File: config.mk
export PLATFORM = sky130hd
export DESIGN_NAME = phyan_regs
export DESIGN_NICKNAME = d
export VERILOG_FILES = /design/src/phyan_pkg.sv /design/src/phyan_sync3.sv /design/src/phyan_event_flags.sv /design/src/phyan_regs.sv
export VERILOG_INCLUDE_DIRS = /design/src
export SDC_FILE = /design/constraint.sdc
export NUM_CORES = 1
export LEC_CHECK = 0
export ABC_CLOCK_PERIOD_IN_PS = 2020
export BUFFER_PORTS_ARGS = -buffer_cell sky130_fd_sc_hd__buf_2
export CAP_MARGIN = 20
export CORE_ASPECT_RATIO = 1.4
export CORE_MARGIN = 2
export CORE_UTILIZATION = 45
export CTS_CLUSTER_DIAMETER = 30
export DETAILED_ROUTE_END_ITERATION = 8
export PLACE_DENSITY_LB_ADDON = 0.05
export SYNTH_ARGS = -nofsm -noshare
export SYNTH_HDL_FRONTEND = slang
export SYNTH_SLANG_ARGS = --single-unit
File: constraint.sdc
create_clock -name sys_clk -period 2.02 [get_ports sys_clk]
set_input_delay 0.101 -clock sys_clk [delete_from_list [all_inputs] [get_ports sys_clk]]
set_output_delay 0.101 -clock sys_clk [all_outputs]
set_load 0.05 [all_outputs]
File: src/phyan_defs.svh
`ifndef PHYAN_DEFS_SVH
`define PHYAN_DEFS_SVH

/*
  Register offsets, field positions and reset values of the negotiation, preamble,
  error counter and interrupt register slice.
  Assumes inclusion by bare name from every design file that needs these numbers.
*/

// ----------------------------------------------------------------------------
// Register offsets.
// ----------------------------------------------------------------------------
`define PHYAN_OFS_PARTNER_ABILITY  5'h05
`define PHYAN_OFS_EXPANSION        5'h06
`define PHYAN_OFS_LOCAL_NEXT_PAGE  5'h07
`define PHYAN_OFS_PARTNER_NEXT     5'h08
`define PHYAN_OFS_PREAMBLE_CTRL    5'h14
`define PHYAN_OFS_SYMBOL_ERRORS    5'h15
`define PHYAN_OFS_IRQ_CTRL_STATUS  5'h1b

// ----------------------------------------------------------------------------
// Field positions.
// ----------------------------------------------------------------------------
`define PHYAN_EXP_PD_FAULT         4
`define PHYAN_EXP_PARTNER_NP       3
`define PHYAN_EXP_LOCAL_NP         2
`define PHYAN_EXP_PAGE_RCVD        1
`define PHYAN_EXP_PARTNER_AN       0
`define PHYAN_NP_MORE              15
`define PHYAN_NP_ACK               14
`define PHYAN_NP_MSG               13
`define PHYAN_NP_ACK2              12
`define PHYAN_NP_TOGGLE            11
`define PHYAN_PRE_100              7
`define PHYAN_PRE_10               6
`define PHYAN_IRQ_EN_LSB           8
`define PHYAN_IRQ_EVENTS           8

// ----------------------------------------------------------------------------
// Reset values.
// ----------------------------------------------------------------------------
`define PHYAN_RST_SELECTOR         5'h01
`define PHYAN_RST_LOCAL_NEXT_PAGE  16'h2001
`define PHYAN_RST_PREAMBLE_LOW     6'h01
`define PHYAN_STRAP_PREAMBLE_100   3'h4
`define PHYAN_STRAP_SETTLE         3'h5

`endif

File: src/phyan_pkg.sv
/*
  Types shared by the register slice.
  Assumes the constants header supplies every number.
*/
package phyan_pkg;

  // --------------------------------------------------------------------------
  // Management access state.
  // --------------------------------------------------------------------------
  typedef enum logic [1:0] {
    PHYAN_IDLE,
    PHYAN_READ,
    PHYAN_WRITE
  } phyan_access_type;

endpackage : phyan_pkg

File: src/phyan_sync3.sv
/*
  Three-stage synchroniser for pin inputs; a change counts once stages two and three agree.
  Assumes a free-running core clock and synchronous active-low reset.
*/
`timescale 1ns/1ps
module phyan_sync3 #(
  parameter int WIDTH = 1
) (
  // Clock and reset.
  input  wire logic             sys_clk,
  input  wire logic             nrst,
  // Data.
  input  wire logic [WIDTH-1:0] asyncIn,
  output logic      [WIDTH-1:0] syncOut
);

  logic [WIDTH-1:0] s1_q;
  logic [WIDTH-1:0] s2_q;
  logic [WIDTH-1:0] s3_q;

  always_ff @(posedge sys_clk) begin
    if (!nrst) begin
      s1_q    <= '0;
      s2_q    <= '0;
      s3_q    <= '0;
      syncOut <= '0;
    end else begin
      s1_q <= asyncIn;
      s2_q <= s1_q;
      s3_q <= s2_q;
      // A glitch shorter than two cycles never reaches the output.
      for (int i = 0; i < WIDTH; i++) begin
        if (s2_q[i] == s3_q[i]) begin
          syncOut[i] <= s3_q[i];
        end
      end
    end
  end

endmodule : phyan_sync3

File: src/phyan_event_flags.sv
/*
  Sticky event flags that clear on read; a new event in the read cycle survives.
  Assumes events and the read strobe are one-cycle pulses on the core clock.
*/
`timescale 1ns/1ps
module phyan_event_flags #(
  parameter int N = 8
) (
  // Clock and reset.
  input  wire logic         sys_clk,
  input  wire logic         nrst,
  // Events and clear.
  input  wire logic [N-1:0] eventIn,
  input  wire logic         readClear,
  // Flags.
  output logic      [N-1:0] flags_q
);

  genvar g;
  generate
    for (g = 0; g < N; g++) begin : gFlag
      always_ff @(posedge sys_clk) begin
        if (!nrst) begin
          flags_q[g] <= 1'b0;
        end else if (eventIn[g]) begin
          flags_q[g] <= 1'b1;
        end else if (readClear) begin
          flags_q[g] <= 1'b0;
        end
      end
    end
  endgenerate

endmodule : phyan_event_flags

File: src/phyan_regs.sv
/*
  Management register slice of the PHY: partner ability, negotiation expansion,
  local and partner next pages, preamble control, symbol error counter and
  interrupt control/status, with the interrupt output.
  Assumes the management serial engine decodes frames and gives one-cycle read and
  write strobes with a 5-bit register address, and the negotiation engine gives
  one-cycle event pulses and received code words on this clock.

// Behaviour
// - Partner ability bits 8..5 show partner 100/10 full/half ability, reset zero.
// - Partner ability bits 4:0 show partner selector, reset 00001.
// - Expansion bit 4 latches parallel detection fault until read.
// - Expansion bit 1 latches new page received until read.
// - Expansion bit 2 always reads one, local next page able.
// - Expansion bits 3 and 0 show partner next page and negotiation ability.
// - Local next page bit 15 writable more-pages flag, reset zero.
// - Local next page bit 13 writable message page select, reset one.
// - Local next page bit 12 writable will-comply flag, reset zero.
// - Local next page bits 10:0 writable message code, reset one.
// - Local next page bit 11 read-only toggle of previous sent word.
// - Partner next page bits 15, 14, 13 read-only, reset zero.
// - Partner next page bit 12 and bits 10:0 read-only, reset zero.
// - Partner next page bit 11 shows partner toggle, read-only.
// - Preamble bit 7 restores 100 Mbps preamble; strap 100 makes default one.
// - Preamble bit 6 zero strips 10 Mbps preamble to SFD; default zero.
// - Sixteen-bit symbol error frame counter clears when read.
// - Interrupt enables bits 15..9 writable, reset zero.
// - Link-up interrupt enable bit 8 writable, reset zero.
// - Event flags bits 7..0 set on events and clear when read.
*/
`timescale 1ns/1ps
`include "phyan_defs.svh"
module phyan_regs #(
  parameter int ADDR_W = 5,
  parameter int DATA_W = 16
) (
  // Clock and reset.
  input  wire logic              sys_clk,
  input  wire logic              nrst,
  // Management register port.
  input  wire logic [ADDR_W-1:0] regAddr,
  input  wire logic              regWrite,
  input  wire logic              regRead,
  input  wire logic [DATA_W-1:0] regWrData,
  output logic      [DATA_W-1:0] regRdData,
  output logic                   regRdValid,
  // Strap pins, sampled after reset.
  input  wire logic [2:0]        configStrap,
  // Negotiation engine.
  input  wire logic              baseWordValid,
  input  wire logic [DATA_W-1:0] baseWord,
  input  wire logic              nextWordValid,
  input  wire logic [DATA_W-1:0] nextWord,
  input  wire logic              localWordSent,
  input  wire logic              partnerAnAble,
  input  wire logic              pdFault,
  input  wire logic              pageReceived,
  // Receive path.
  input  wire logic              receiveSymbolError,
  // Interrupt events, bit 7 jabber down to bit 0 link up.
  input  wire logic [7:0]        irqEvent,
  // Outputs to the data path and system.
  output logic                   preambleRestore100,
  output logic                   preambleRestore10,
  output logic                   irqOut
);

  // --------------------------------------------------------------------------
  // Access decode.
  // --------------------------------------------------------------------------
  phyan_pkg::phyan_access_type access;
  logic [2:0] strapSync;
  logic       strapTaken_q;

  // A write wins when both strobes arrive together.
  always_comb begin
    access = phyan_pkg::PHYAN_IDLE;
    if (regWrite) begin
      access = phyan_pkg::PHYAN_WRITE;
    end else if (regRead) begin
      access = phyan_pkg::PHYAN_READ;
    end
  end

  logic rdExp;
  logic rdErr;
  logic rdIrq;
  logic wrLocal;
  logic wrPre;
  logic wrIrq;

  assign rdExp   = (access == phyan_pkg::PHYAN_READ) && (regAddr == `PHYAN_OFS_EXPANSION);
  assign rdErr   = (access == phyan_pkg::PHYAN_READ) && (regAddr == `PHYAN_OFS_SYMBOL_ERRORS);
  assign rdIrq   = (access == phyan_pkg::PHYAN_READ) && (regAddr == `PHYAN_OFS_IRQ_CTRL_STATUS);
  assign wrLocal = (access == phyan_pkg::PHYAN_WRITE) && (regAddr == `PHYAN_OFS_LOCAL_NEXT_PAGE);
  assign wrPre   = (access == phyan_pkg::PHYAN_WRITE) && (regAddr == `PHYAN_OFS_PREAMBLE_CTRL);
  assign wrIrq   = (access == phyan_pkg::PHYAN_WRITE) && (regAddr == `PHYAN_OFS_IRQ_CTRL_STATUS);

  // --------------------------------------------------------------------------
  // Strap capture.
  // --------------------------------------------------------------------------
  phyan_sync3 #(
    .WIDTH (3)
  ) uStrapSync (
    .sys_clk (sys_clk),
    .nrst    (nrst),
    .asyncIn (configStrap),
    .syncOut (strapSync)
  );

  // --------------------------------------------------------------------------
  // Partner ability and partner next page.
  // --------------------------------------------------------------------------
  logic [3:0]  partnerSpeed_q;
  logic [4:0]  partnerSel_q;
  logic [15:0] partnerNext_q;
  logic        partnerNpAble_q;
  logic        partnerAnAble_q;

  always_ff @(posedge sys_clk) begin
    if (!nrst) begin
      partnerSpeed_q <= 4'h0;
      partnerSel_q   <= `PHYAN_RST_SELECTOR;
    end else if (baseWordValid) begin
      partnerSpeed_q <= baseWord[8:5];
      partnerSel_q   <= baseWord[4:0];
    end
  end

  // The partner's next page ability is shown in the expansion register only.
  always_ff @(posedge sys_clk) begin
    if (!nrst) begin
      partnerNpAble_q <= 1'b0;
    end else if (baseWordValid) begin
      partnerNpAble_q <= baseWord[`PHYAN_NP_MORE];
    end
  end

  always_ff @(posedge sys_clk) begin
    if (!nrst) begin
      partnerAnAble_q <= 1'b0;
    end else begin
      partnerAnAble_q <= partnerAnAble;
    end
  end

  always_ff @(posedge sys_clk) begin
    if (!nrst) begin
      partnerNext_q <= 16'h0000;
    end else if (nextWordValid) begin
      // Bit 14 is kept as received; it is reserved on the local page only.
      partnerNext_q <= nextWord;
    end
  end

  // --------------------------------------------------------------------------
  // Latch-high expansion flags.
  // --------------------------------------------------------------------------
  logic pdFault_q;
  logic pageRcvd_q;

  always_ff @(posedge sys_clk) begin
    if (!nrst) begin
      pdFault_q  <= 1'b0;
      pageRcvd_q <= 1'b0;
    end else begin
      // A new event in the read cycle wins, so no event is lost.
      pdFault_q  <= pdFault | (pdFault_q & ~rdExp);
      pageRcvd_q <= pageReceived | (pageRcvd_q & ~rdExp);
    end
  end

  // --------------------------------------------------------------------------
  // Local next page.
  // --------------------------------------------------------------------------
  logic        localMore_q;
  logic        localMsg_q;
  logic        localAck2_q;
  logic [10:0] localCode_q;
  logic        localToggle_q;

  // Reset values come from one word, so the fields can never drift apart.
  localparam logic [15:0] LOCAL_RST = `PHYAN_RST_LOCAL_NEXT_PAGE;

  always_ff @(posedge sys_clk) begin
    if (!nrst) begin
      localMore_q <= LOCAL_RST[`PHYAN_NP_MORE];
      localMsg_q  <= LOCAL_RST[`PHYAN_NP_MSG];
      localAck2_q <= LOCAL_RST[`PHYAN_NP_ACK2];
      localCode_q <= LOCAL_RST[10:0];
    end else if (wrLocal) begin
      localMore_q <= regWrData[`PHYAN_NP_MORE];
      localMsg_q  <= regWrData[`PHYAN_NP_MSG];
      localAck2_q <= regWrData[`PHYAN_NP_ACK2];
      localCode_q <= regWrData[10:0];
    end
  end

  // The toggle follows the engine's sends only; writes to bit 11 are dropped.
  always_ff @(posedge sys_clk) begin
    if (!nrst) begin
      localToggle_q <= 1'b0;
    end else if (localWordSent) begin
      localToggle_q <= ~localToggle_q;
    end
  end

  // --------------------------------------------------------------------------
  // Preamble control.
  // --------------------------------------------------------------------------
  logic [2:0] strapWait_q;

  // The synchroniser output is only trusted once the wait count reaches five, five edges after reset.
  always_ff @(posedge sys_clk) begin
    if (!nrst) begin
      strapWait_q <= 3'h0;
    end else if (strapWait_q != `PHYAN_STRAP_SETTLE) begin
      strapWait_q <= strapWait_q + 3'h1;
    end
  end

  always_ff @(posedge sys_clk) begin
    if (!nrst) begin
      strapTaken_q <= 1'b0;
    end else if (wrPre || strapWait_q == `PHYAN_STRAP_SETTLE) begin
      strapTaken_q <= 1'b1;
    end
  end

  // A write made before the strap settles wins, and the strap is then never applied.
  always_ff @(posedge sys_clk) begin
    if (!nrst) begin
      preambleRestore100 <= 1'b0;
      preambleRestore10  <= 1'b0;
    end else if (wrPre) begin
      preambleRestore100 <= regWrData[`PHYAN_PRE_100];
      preambleRestore10  <= regWrData[`PHYAN_PRE_10];
    end else if (!strapTaken_q && strapWait_q == `PHYAN_STRAP_SETTLE) begin
      preambleRestore100 <= (strapSync == `PHYAN_STRAP_PREAMBLE_100);
    end
  end

  // --------------------------------------------------------------------------
  // Symbol error counter.
  // --------------------------------------------------------------------------
  logic [15:0] symErrCount_q;

  always_ff @(posedge sys_clk) begin
    if (!nrst) begin
      symErrCount_q <= 16'h0000;
    end else if (rdErr) begin
      // An error in the read cycle starts the next count rather than vanishing.
      symErrCount_q <= receiveSymbolError ? 16'h0001 : 16'h0000;
    end else if (receiveSymbolError && symErrCount_q != 16'hffff) begin
      // Saturation keeps a long burst from wrapping round to a small count.
      symErrCount_q <= symErrCount_q + 16'h0001;
    end
  end

  // --------------------------------------------------------------------------
  // Interrupt control and status.
  // --------------------------------------------------------------------------
  logic [7:0] irqEnable_q;
  logic [7:0] irqFlags;

  always_ff @(posedge sys_clk) begin
    if (!nrst) begin
      irqEnable_q <= 8'h00;
    end else if (wrIrq) begin
      irqEnable_q <= regWrData[15:8];
    end
  end

  phyan_event_flags #(
    .N (`PHYAN_IRQ_EVENTS)
  ) uIrqFlags (
    .sys_clk   (sys_clk),
    .nrst      (nrst),
    .eventIn   (irqEvent),
    .readClear (rdIrq),
    .flags_q   (irqFlags)
  );

  // Registered, so the pin never glitches while flags and enables change.
  always_ff @(posedge sys_clk) begin
    if (!nrst) begin
      irqOut <= 1'b0;
    end else begin
      irqOut <= |(irqFlags & irqEnable_q);
    end
  end

  // --------------------------------------------------------------------------
  // Read data.
  // --------------------------------------------------------------------------
  logic [15:0] wordExpansion;
  logic [15:0] wordLocal;
  logic [15:0] wordPreamble;
  logic [15:0] rdMux;

  // Reserved bits are tied here, so no write can ever reach them.
  assign wordExpansion = {11'h000, pdFault_q, partnerNpAble_q, 1'b1,
                          pageRcvd_q, partnerAnAble_q};
  assign wordLocal     = {localMore_q, 1'b0, localMsg_q, localAck2_q, localToggle_q, localCode_q};
  assign wordPreamble  = {8'h00, preambleRestore100, preambleRestore10, `PHYAN_RST_PREAMBLE_LOW};

  always_comb begin
    rdMux = 16'h0000;
    unique case (regAddr)
      `PHYAN_OFS_PARTNER_ABILITY: rdMux = {7'h00, partnerSpeed_q, partnerSel_q};
      `PHYAN_OFS_EXPANSION:       rdMux = wordExpansion;
      `PHYAN_OFS_LOCAL_NEXT_PAGE: rdMux = wordLocal;
      `PHYAN_OFS_PARTNER_NEXT:    rdMux = partnerNext_q;
      `PHYAN_OFS_PREAMBLE_CTRL:   rdMux = wordPreamble;
      `PHYAN_OFS_SYMBOL_ERRORS:   rdMux = symErrCount_q;
      `PHYAN_OFS_IRQ_CTRL_STATUS: rdMux = {irqEnable_q, irqFlags};
      default:                    rdMux = 16'h0000;
    endcase
  end

  always_ff @(posedge sys_clk) begin
    if (!nrst) begin
      regRdValid <= 1'b0;
    end else begin
      regRdValid <= (access == phyan_pkg::PHYAN_READ);
    end
  end

  // The last read word stands until the next read, so a slow sampler still sees it.
  always_ff @(posedge sys_clk) begin
    if (!nrst) begin
      regRdData <= 16'h0000;
    end else if (access == phyan_pkg::PHYAN_READ) begin
      regRdData <= rdMux;
    end
  end

endmodule : phyan_regs

==> results of run 1 <==
flip-flops by register name (all words and copies together), names as in the netlist, 3 cells and up:
register            count
irqEnable_q             8
uStrapSync.syncOut      3
partnerSpeed_q          4
uStrapSync.s2_q         3
symErrCount_q          16
uIrqFlags.flags_q       8
uStrapSync.s3_q         3
partnerSel_q            5
localCode_q            11
strapWait_q             3
uStrapSync.s1_q         3
partnerNext_q          16
regRdData              16
through the flow:
step                area (um^2)  instances  hold slack [ns]  power, uW
finish                     6270        820         0.000504       4410
global route               6270        820           0.0134       4570
CTS                        6270        820        0.0000542       4440
detailed placement         5520        756            0.313       2750
global placement           5520        756            0.308       2740
floorplan                  4920        542            0.218       2590
routing by layer:
metal	part of all wire (%)	GRT usage, %	vias up
met3	4.1	4.12	21
met2	50	41.3	112
met4	2.1	8.52	0
li1	-	-	2232
met1	44	30.0	2133
met5	0	0	-
worst register-to-register path: stages, from the launching register on:
cell and delay [ns]:
dfxtp_1 0.44, ha_1 0.25, nand3_1 0.23, buf_4 0.23, or4_1 0.49, a21oi_1 0.16
how the worst max path moves through the flow:
stage                                   from                       endpoint  slack [ns]  depth (start not counted)
2_1_floorplan  symErrCount_q[0]$_SDFFE_PN0P_  symErrCount_q[6]$_SDFFE_PN0P_        0.25                          5
3_3_place_gp                      regAddr[3]      regRdData[0]$_SDFFE_PN0N_        0.22                          5
3_5_place_dp                      regAddr[3]      regRdData[0]$_SDFFE_PN0N_        0.18                          5
4_1_cts        symErrCount_q[0]$_SDFFE_PN0P_  symErrCount_q[6]$_SDFFE_PN0P_        0.16                          5
5_1_grt        symErrCount_q[0]$_SDFFE_PN0P_  symErrCount_q[6]$_SDFFE_PN0P_        0.06                          5
6_report       symErrCount_q[0]$_SDFFE_PN0P_  symErrCount_q[6]$_SDFFE_PN0P_        0.16                          5
layout make-up:
type / count / area, um^2
clock inverters: 5 / 33.8
well taps: 141 / 176
inverters: 5 / 18.8
repair buffers: 155 / 1080
multi-input cells: 392 / 2490
fillers: 991 / 4480
clock buffers: 10 / 229
flip-flops and latches: 112 / 2240
power breakdown:
group	switching, uW	internal [uW]	total (uW)
Combinational	216	220	436
Clock	804	831	1630
Sequential	55.5	2280	2330
Total	1080	3330	4410
cell families after synthesis:
logic type | share of synthesized area, %
XOR/XNOR | 0.891
buffers and inverters | 3.64
adder cells (fa/ha/maj) | 0.764
AND/OR/NAND/NOR | 24.5
AO/OA/AOI/OAI | 15.7
multiplexers | 8.88
flip-flops | 45.6
cells in the final DEF, fill, tap and decap left out, drive strengths merged, types with 3 or more instances in the layout:
| cell | instances |
|---|---|
| a32o | 3 |
| nor2b | 3 |
| nand3b | 4 |
| nor3 | 4 |
| mux2i | 38 |
| and3 | 24 |
| a221oi | 5 |
| nand4 | 5 |
| o31ai | 4 |
| ha | 3 |
| o21ai | 20 |
| a22oi | 15 |
| a211oi | 5 |
| nor3b | 7 |
| nor2 | 57 |
| nand2b | 3 |
| a21oi | 37 |
| nand2 | 58 |
| clkbuf | 10 |
| or3 | 3 |
| dfxtp | 112 |
| and4 | 4 |
| nand3 | 21 |
| and2 | 14 |
| xnor2 | 5 |
| inv | 6 |
| a22o | 5 |
| mux2 | 5 |
| nor4 | 8 |
| dlygate4sd3 | 49 |
| or4 | 7 |
| buf | 106 |
==> metrics.txt, run 1 <==
# TYPE chip_impl_metric gauge
chip_impl_metric{name="ant_nets",unit=""} 0
chip_impl_info{name="critical_path.endpoint_type",value="flop"} 1
chip_impl_metric{name="synth.lib_cells_used.distinct",unit=""} 62
chip_impl_metric{name="area.growth.synth_to_final",unit="%"} 27.6
chip_impl_metric{name="sequential_area_share_after_synthesis",unit="%"} 45.6
chip_impl_metric{name="cts_repair_resize_count",unit=""} 0
chip_impl_info{name="min_path_type",value="primary input to flop"} 1
chip_impl_metric{name="detailed_place_hpwl",unit="mm"} 10.1
chip_impl_metric{name="synth.ff_latch_count",unit=""} 112
chip_impl_metric{name="count_of_flip_flops_with_a_built_in_enable_after_synthesis",unit=""} 0
chip_impl_metric{name="routed_wirelength",unit="mm"} 13.8
chip_impl_metric{name="setup_ws",unit="ns"} 0.159
chip_impl_metric{name="cts_post_setup_buffers_inserted",unit=""} 0
chip_impl_metric{name="nets",unit=""} 753
chip_impl_info{name="crit_chain",value="ha_1 -> nand3_1 -> buf_4 -> or4_1 -> a21oi_1"} 1
chip_impl_info{name="grt_setup_unrepaired",value="no"} 1
chip_impl_metric{name="cellLeakagePower",unit="uW"} 0.00262
chip_impl_metric{name="setup_viol",unit=""} 0
chip_impl_metric{name="async_sr_flop_fraction",unit="%"} 0
chip_impl_metric{name="groute.usage.overall",unit="%"} 23.9
chip_impl_info{name="hp-start",value="nextWord[3]"} 1
chip_impl_metric{name="cp_data_required_time",unit="ns"} 2.30
chip_impl_metric{name="max_freq",unit="GHz"} 0.537
chip_impl_metric{name="drtIter0Drc",unit=""} 253
chip_impl_metric{name="floorplan.die_area",unit="mm^2"} 0.0118
chip_impl_metric{name="initial_core_util",unit="%"} 45.7
chip_impl_metric{name="grt_pass1_wl",unit="mm"} 22.1
chip_impl_info{name="rr_endpoint",value="symErrCount_q[6]$_SDFFE_PN0P_"} 1
chip_impl_metric{name="rd_place_congestion",unit=""} 0.861
chip_impl_metric{name="hold_viol",unit=""} 0
chip_impl_metric{name="placement_rows",unit=""} 45
chip_impl_metric{name="clkSinkCount",unit=""} 112
chip_impl_metric{name="fp.dieH",unit="um"} 128
chip_impl_info{name="launch_point_of_the_worst_reg_to_reg_path",value="symErrCount_q[0]$_SDFFE_PN0P_"} 1
chip_impl_metric{name="timing.setup.tns",unit="ns"} 0
chip_impl_metric{name="synthDominantCellAreaShare",unit="%"} 45.6
chip_impl_metric{name="number_of_buffers_created_by_cts",unit=""} 9
chip_impl_info{name="cts_tree",value="done"} 1
chip_impl_metric{name="critical_path.n_buffers_inverters",unit=""} 1
chip_impl_metric{name="timing.reg2reg.worst_path_depth",unit=""} 5
chip_impl_metric{name="relSlewSlack",unit="%"} 36.9
chip_impl_metric{name="timing_worst_slew_pin_value",unit="ns"} 0.945
chip_impl_metric{name="finalCriticalPeriod",unit="ns"} 1.86
chip_impl_metric{name="cts_hold_repair.buffers",unit=""} 49
chip_impl_metric{name="grt_pass1_vias",unit=""} 4397
chip_impl_metric{name="worstPathMaxFanout",unit=""} 7
chip_impl_info{name="outcome",value="finished, final reports clean"} 1
chip_impl_metric{name="port_buffers",unit=""} 88
chip_impl_metric{name="max_cap_viol_count",unit=""} 0
chip_impl_metric{name="total_of_warnings_raised_by_yosys",unit=""} 0
chip_impl_info{name="synth.top_cells.by_area",value="dfxtp_1 46%, mux2i_1 7.7%, nand2_1 4.4%"} 1
chip_impl_info{name="worstSetupStartpointType",value="flop"} 1
chip_impl_info{name="crit_type",value="flop to flop"} 1
chip_impl_metric{name="num_io_pins",unit=""} 95
chip_impl_metric{name="final-max-slew-violation-count",unit=""} 0
chip_impl_metric{name="drt-pass1-iter-count",unit=""} 4
chip_impl_metric{name="htreeDepth",unit=""} 3
chip_impl_metric{name="routed_via_density",unit=""} 5.49
chip_impl_metric{name="holdPathStages",unit=""} 3
chip_impl_metric{name="cts.reportedPaths.clkPinSlew",unit="ns"} 0.07
chip_impl_info{name="synth.most_common_cell",value="dfxtp_1"} 1
chip_impl_metric{name="total_core_area",unit="mm^2"} 0.0108
chip_impl_metric{name="routed-via-count",unit=""} 4498
chip_impl_info{name="yosys.area.top_type",value="dfxtp_1"} 1
chip_impl_metric{name="final_min_period_over_clock_period",unit="%"} 92.1
chip_impl_info{name="whs_endpoint",value="partnerNext_q[3]$_SDFFE_PN0P_"} 1
chip_impl_info{name="cts-root-buf",value="clkbuf_16"} 1
chip_impl_metric{name="die_width",unit="um"} 92.3
chip_impl_info{name="critical_path.top_delay_family",value="simple AND/OR/NAND/NOR gates"} 1
chip_impl_metric{name="num_antenna_cells",unit=""} 0
chip_impl_metric{name="post-route-util",unit="%"} 58.3
chip_impl_metric{name="power_density",unit="mW/mm^2"} 702
chip_impl_metric{name="synth_cells",unit=""} 542
chip_impl_metric{name="grt_remaining_overflow",unit=""} 0
chip_impl_metric{name="mappedNetlistArea",unit="mm^2"} 0.00492
chip_impl_metric{name="grt_max_degree",unit=""} 59
chip_impl_metric{name="crit_path_max_incr_delay",unit="ns"} 0.49
chip_impl_metric{name="grt_antenna_before_repair",unit=""} 0
chip_impl_metric{name="power.ir.vdd_worst",unit="mV"} 0.531
chip_impl_info{name="critical_path.slowest_cell",value="or4_1"} 1
chip_impl_metric{name="setup.reg_to_reg.worst_slack",unit="ns"} 0.16
chip_impl_metric{name="placement.setup.worst_slack",unit="ns"} 0.184
chip_impl_metric{name="detail_route.drc_violations",unit=""} 0
chip_impl_metric{name="finClkSkew",unit="ns"} 0.00609
chip_impl_metric{name="synth_nets",unit=""} 620
chip_impl_metric{name="crit_arrival",unit="ns"} 2.14
chip_impl_metric{name="final_layout_size_suffix_gt1_share",unit="%"} 20.2
chip_impl_metric{name="clk_latency",unit="ns"} 0.35
chip_impl_info{name="dominantRegCellSynth",value="dfxtp_1"} 1
chip_impl_info{name="synth.top_cells.by_count",value="112 x dfxtp_1, 58 x nand2_1, 56 x nor2_1"} 1
chip_impl_metric{name="route.detailed.wl_per_inst",unit="um"} 16.8
chip_impl_metric{name="cts.path.max_buffers",unit=""} 2
chip_impl_metric{name="synthesis.area_per_instance",unit="um^2"} 9.07
No activity file was read; power rests on OpenSTA's default activity.
==> run 2: changes to the inputs <==
Settings changed: CORE_UTILIZATION 45 to 55.
==> metrics.txt, run 2 (synthesis results as in run 1) <==
# TYPE chip_impl_metric gauge
chip_impl_info{name="critical_path.slowest_cell",value="dfxtp_1"} 1
chip_impl_info{name="critical_path.top_delay_family",value="compound AO/OA/AOI/OAI gates"} 1
chip_impl_metric{name="cts.path.max_buffers",unit=""} 2
chip_impl_info{name="min_path_type",value="primary input to flop"} 1
chip_impl_metric{name="final-max-slew-violation-count",unit=""} 0
chip_impl_metric{name="cts.reportedPaths.clkPinSlew",unit="ns"} 0.07
chip_impl_info{name="critical_path.endpoint_type",value="flop"} 1
chip_impl_metric{name="worstPathMaxFanout",unit=""} 8
chip_impl_metric{name="finalHoldWorstSlack",unit="ns"} -0.00357
chip_impl_metric{name="relSlewSlack",unit="%"} 54.0
chip_impl_metric{name="finClkSkew",unit="ns"} 0.00732
chip_impl_metric{name="timing.setup.tns",unit="ns"} 0
chip_impl_metric{name="number_of_buffers_created_by_cts",unit=""} 9
chip_impl_metric{name="floorplan.die_area",unit="mm^2"} 0.00972
chip_impl_metric{name="clk_latency",unit="ns"} 0.34
chip_impl_metric{name="stdcell_count",unit=""} 761
chip_impl_metric{name="port_buffers",unit=""} 88
chip_impl_metric{name="ant_nets",unit=""} 0
chip_impl_metric{name="setup.reg_to_reg.worst_slack",unit="ns"} 0.15
chip_impl_metric{name="setup_viol",unit=""} 0
chip_impl_metric{name="cp_data_required_time",unit="ns"} 2.25
chip_impl_metric{name="groute.usage.overall",unit="%"} 26.8
chip_impl_metric{name="drtIter0Drc",unit=""} 328
chip_impl_metric{name="timing_worst_slew_pin_value",unit="ns"} 0.690
chip_impl_metric{name="final_layout_size_suffix_gt1_share",unit="%"} 20.7
chip_impl_metric{name="total_core_area",unit="mm^2"} 0.00866
chip_impl_metric{name="max_freq",unit="GHz"} 0.536
chip_impl_metric{name="detailed_place_hpwl",unit="mm"} 9.46
chip_impl_metric{name="cts_post_setup_buffers_inserted",unit=""} 0
chip_impl_info{name="most_common_cell_after_layout_fill_and_taps_aside",value="dfxtp_1"} 1
chip_impl_info{name="crit_chain",value="ha_1 -> nand3_1 -> o41ai_2 -> buf_4 -> or3_1 -> a21oi_1"} 1
chip_impl_metric{name="fp.dieH",unit="um"} 116
chip_impl_info{name="outcome",value="finished, violations left"} 1
chip_impl_metric{name="die_width",unit="um"} 83.9
chip_impl_metric{name="cts_hold_repair.buffers",unit=""} 27
chip_impl_info{name="hp-start",value="nextWord[1]"} 1
chip_impl_metric{name="grt_max_degree",unit=""} 66
chip_impl_metric{name="area.growth.synth_to_final",unit="%"} 22.1
chip_impl_info{name="grt_setup_unrepaired",value="no"} 1
chip_impl_metric{name="htreeDepth",unit=""} 3
chip_impl_metric{name="num_antenna_cells",unit=""} 0
chip_impl_metric{name="max_cap_viol_count",unit=""} 0
chip_impl_metric{name="timing.reg2reg.worst_path_depth",unit=""} 6
chip_impl_metric{name="clkSinkCount",unit=""} 112
chip_impl_metric{name="routed-via-count",unit=""} 4430
chip_impl_metric{name="grt_pass1_vias",unit=""} 4139
chip_impl_info{name="reg.largest.list",value="partnerNext_q x16, regRdData x16, symErrCount_q x16"} 1
chip_impl_metric{name="drt-pass1-iter-count",unit=""} 5
chip_impl_metric{name="critical_path.n_buffers_inverters",unit=""} 1
chip_impl_metric{name="finalCriticalPeriod",unit="ns"} 1.87
chip_impl_metric{name="power_density",unit="mW/mm^2"} 735
chip_impl_metric{name="grt_pass1_wl",unit="mm"} 20.5
chip_impl_metric{name="grt_antenna_before_repair",unit=""} 0
chip_impl_metric{name="nets",unit=""} 729
chip_impl_metric{name="crit_path_max_incr_delay",unit="ns"} 0.45
chip_impl_info{name="whs_endpoint",value="partnerNext_q[1]$_SDFFE_PN0P_"} 1
chip_impl_metric{name="routed_wirelength",unit="mm"} 12.9
chip_impl_metric{name="cellLeakagePower",unit="uW"} 0.00253
chip_impl_metric{name="power.ir.vdd_worst",unit="mV"} 0.568
chip_impl_metric{name="placement_rows",unit=""} 40
chip_impl_info{name="most-common-layout-cells",value="112 x dfxtp_1, 88 x buf_2, 58 x nand2_1"} 1
chip_impl_metric{name="detail_route.drc_violations",unit=""} 0
chip_impl_info{name="violations",value="hold timing"} 1
chip_impl_metric{name="cells_after_dpl",unit=""} 718
chip_impl_info{name="crit_type",value="flop to flop"} 1
chip_impl_metric{name="final_min_period_over_clock_period",unit="%"} 92.4
chip_impl_metric{name="route.detailed.wl_per_inst",unit="um"} 17.0
chip_impl_metric{name="crit_arrival",unit="ns"} 2.10
chip_impl_metric{name="hold_viol",unit=""} 2
chip_impl_info{name="cts_tree",value="done"} 1
chip_impl_metric{name="cts_repair_resize_count",unit=""} 0
chip_impl_info{name="rr_endpoint",value="symErrCount_q[3]$_SDFFE_PN0P_"} 1
chip_impl_metric{name="grt_remaining_overflow",unit=""} 0
chip_impl_info{name="worstSetupStartpointType",value="flop"} 1
chip_impl_metric{name="rd_place_congestion",unit=""} 0.912
chip_impl_metric{name="num_io_pins",unit=""} 95
chip_impl_metric{name="initial_core_util",unit="%"} 56.8
chip_impl_metric{name="routed_via_density",unit=""} 5.82
chip_impl_info{name="cts-root-buf",value="clkbuf_16"} 1
chip_impl_metric{name="holdPathStages",unit=""} 3
chip_impl_info{name="launch_point_of_the_worst_reg_to_reg_path",value="symErrCount_q[0]$_SDFFE_PN0P_"} 1
run 2: final cells by class:
| cell class | instances | area, um^2 |
|---|---|---|
| Fill cell | 728 | 2660 |
| Tap cell | 105 | 131 |
| Inverter | 5 | 18.8 |
| Clock inverter | 4 | 26.3 |
| Timing Repair Buffer | 131 | 831 |
| Multi-Input combinational cell | 392 | 2490 |
| Clock buffer | 12 | 256 |
| Sequential cell | 112 | 2240 |
run 2: worst max path at each step:
stage,from,endpoint,slack [ns],depth (start not counted)
after global placement,symErrCount_q[0]$_SDFFE_PN0P_,symErrCount_q[6]$_SDFFE_PN0P_,0.25,5
after global routing,symErrCount_q[0]$_SDFFE_PN0P_,symErrCount_q[6]$_SDFFE_PN0P_,0.05,5
after floorplan,symErrCount_q[0]$_SDFFE_PN0P_,symErrCount_q[6]$_SDFFE_PN0P_,0.25,5
after CTS,symErrCount_q[0]$_SDFFE_PN0P_,symErrCount_q[6]$_SDFFE_PN0P_,0.19,5
final,symErrCount_q[0]$_SDFFE_PN0P_,symErrCount_q[3]$_SDFFE_PN0P_,0.15,6
after detailed placement,symErrCount_q[0]$_SDFFE_PN0P_,symErrCount_q[6]$_SDFFE_PN0P_,0.19,6
run 2: metal layers:
| metal | global-route usage, % | vias up | share of wire [%] |
|---|---|---|---|
| li1 | - | 2181 | - |
| met1 | 32.9 | 2108 | 42 |
| met2 | 46.7 | 119 | 51 |
| met3 | 5.34 | 22 | 4.7 |
| met4 | 9.89 | 0 | 2.2 |
| met5 | 0 | - | 0 |
run 2: metrics by stage:
| step | power, uW | util, % | worst slack [ns] | hold WS (ns) | instance area [um^2] |
|---|---|---|---|---|---|
| 2_1_floorplan | 2590 | - | 0.251 | 0.218 | 4920 |
| 3_3_place_gp | 2730 | 62.9 | 0.246 | 0.304 | 5450 |
| 3_5_place_dp | 2740 | 62.9 | 0.189 | 0.312 | 5450 |
| 4_1_cts | 4430 | 69.3 | 0.185 | 0.000478 | 6000 |
| 5_1_grt | 4570 | 69.3 | 0.0461 | 0.00408 | 6000 |
| 6_report | 4410 | 69.3 | 0.154 | -0.00357 | 6000 |
run 2: power by group:
| part | leakage, uW | switching (uW) | total [uW] | internal (uW) |
|---|---|---|---|---|
| logic | 0.00148 | 209 | 399 | 190 |
| clock network | 0.000139 | 776 | 1680 | 905 |
| registers | 0.000914 | 53.4 | 2330 | 2280 |
run 2: tightest hold or removal path, cell delays in order:
cell and delay, ns:
buf_2 0.07, mux2i_1 0.05, nor2_1 0.08
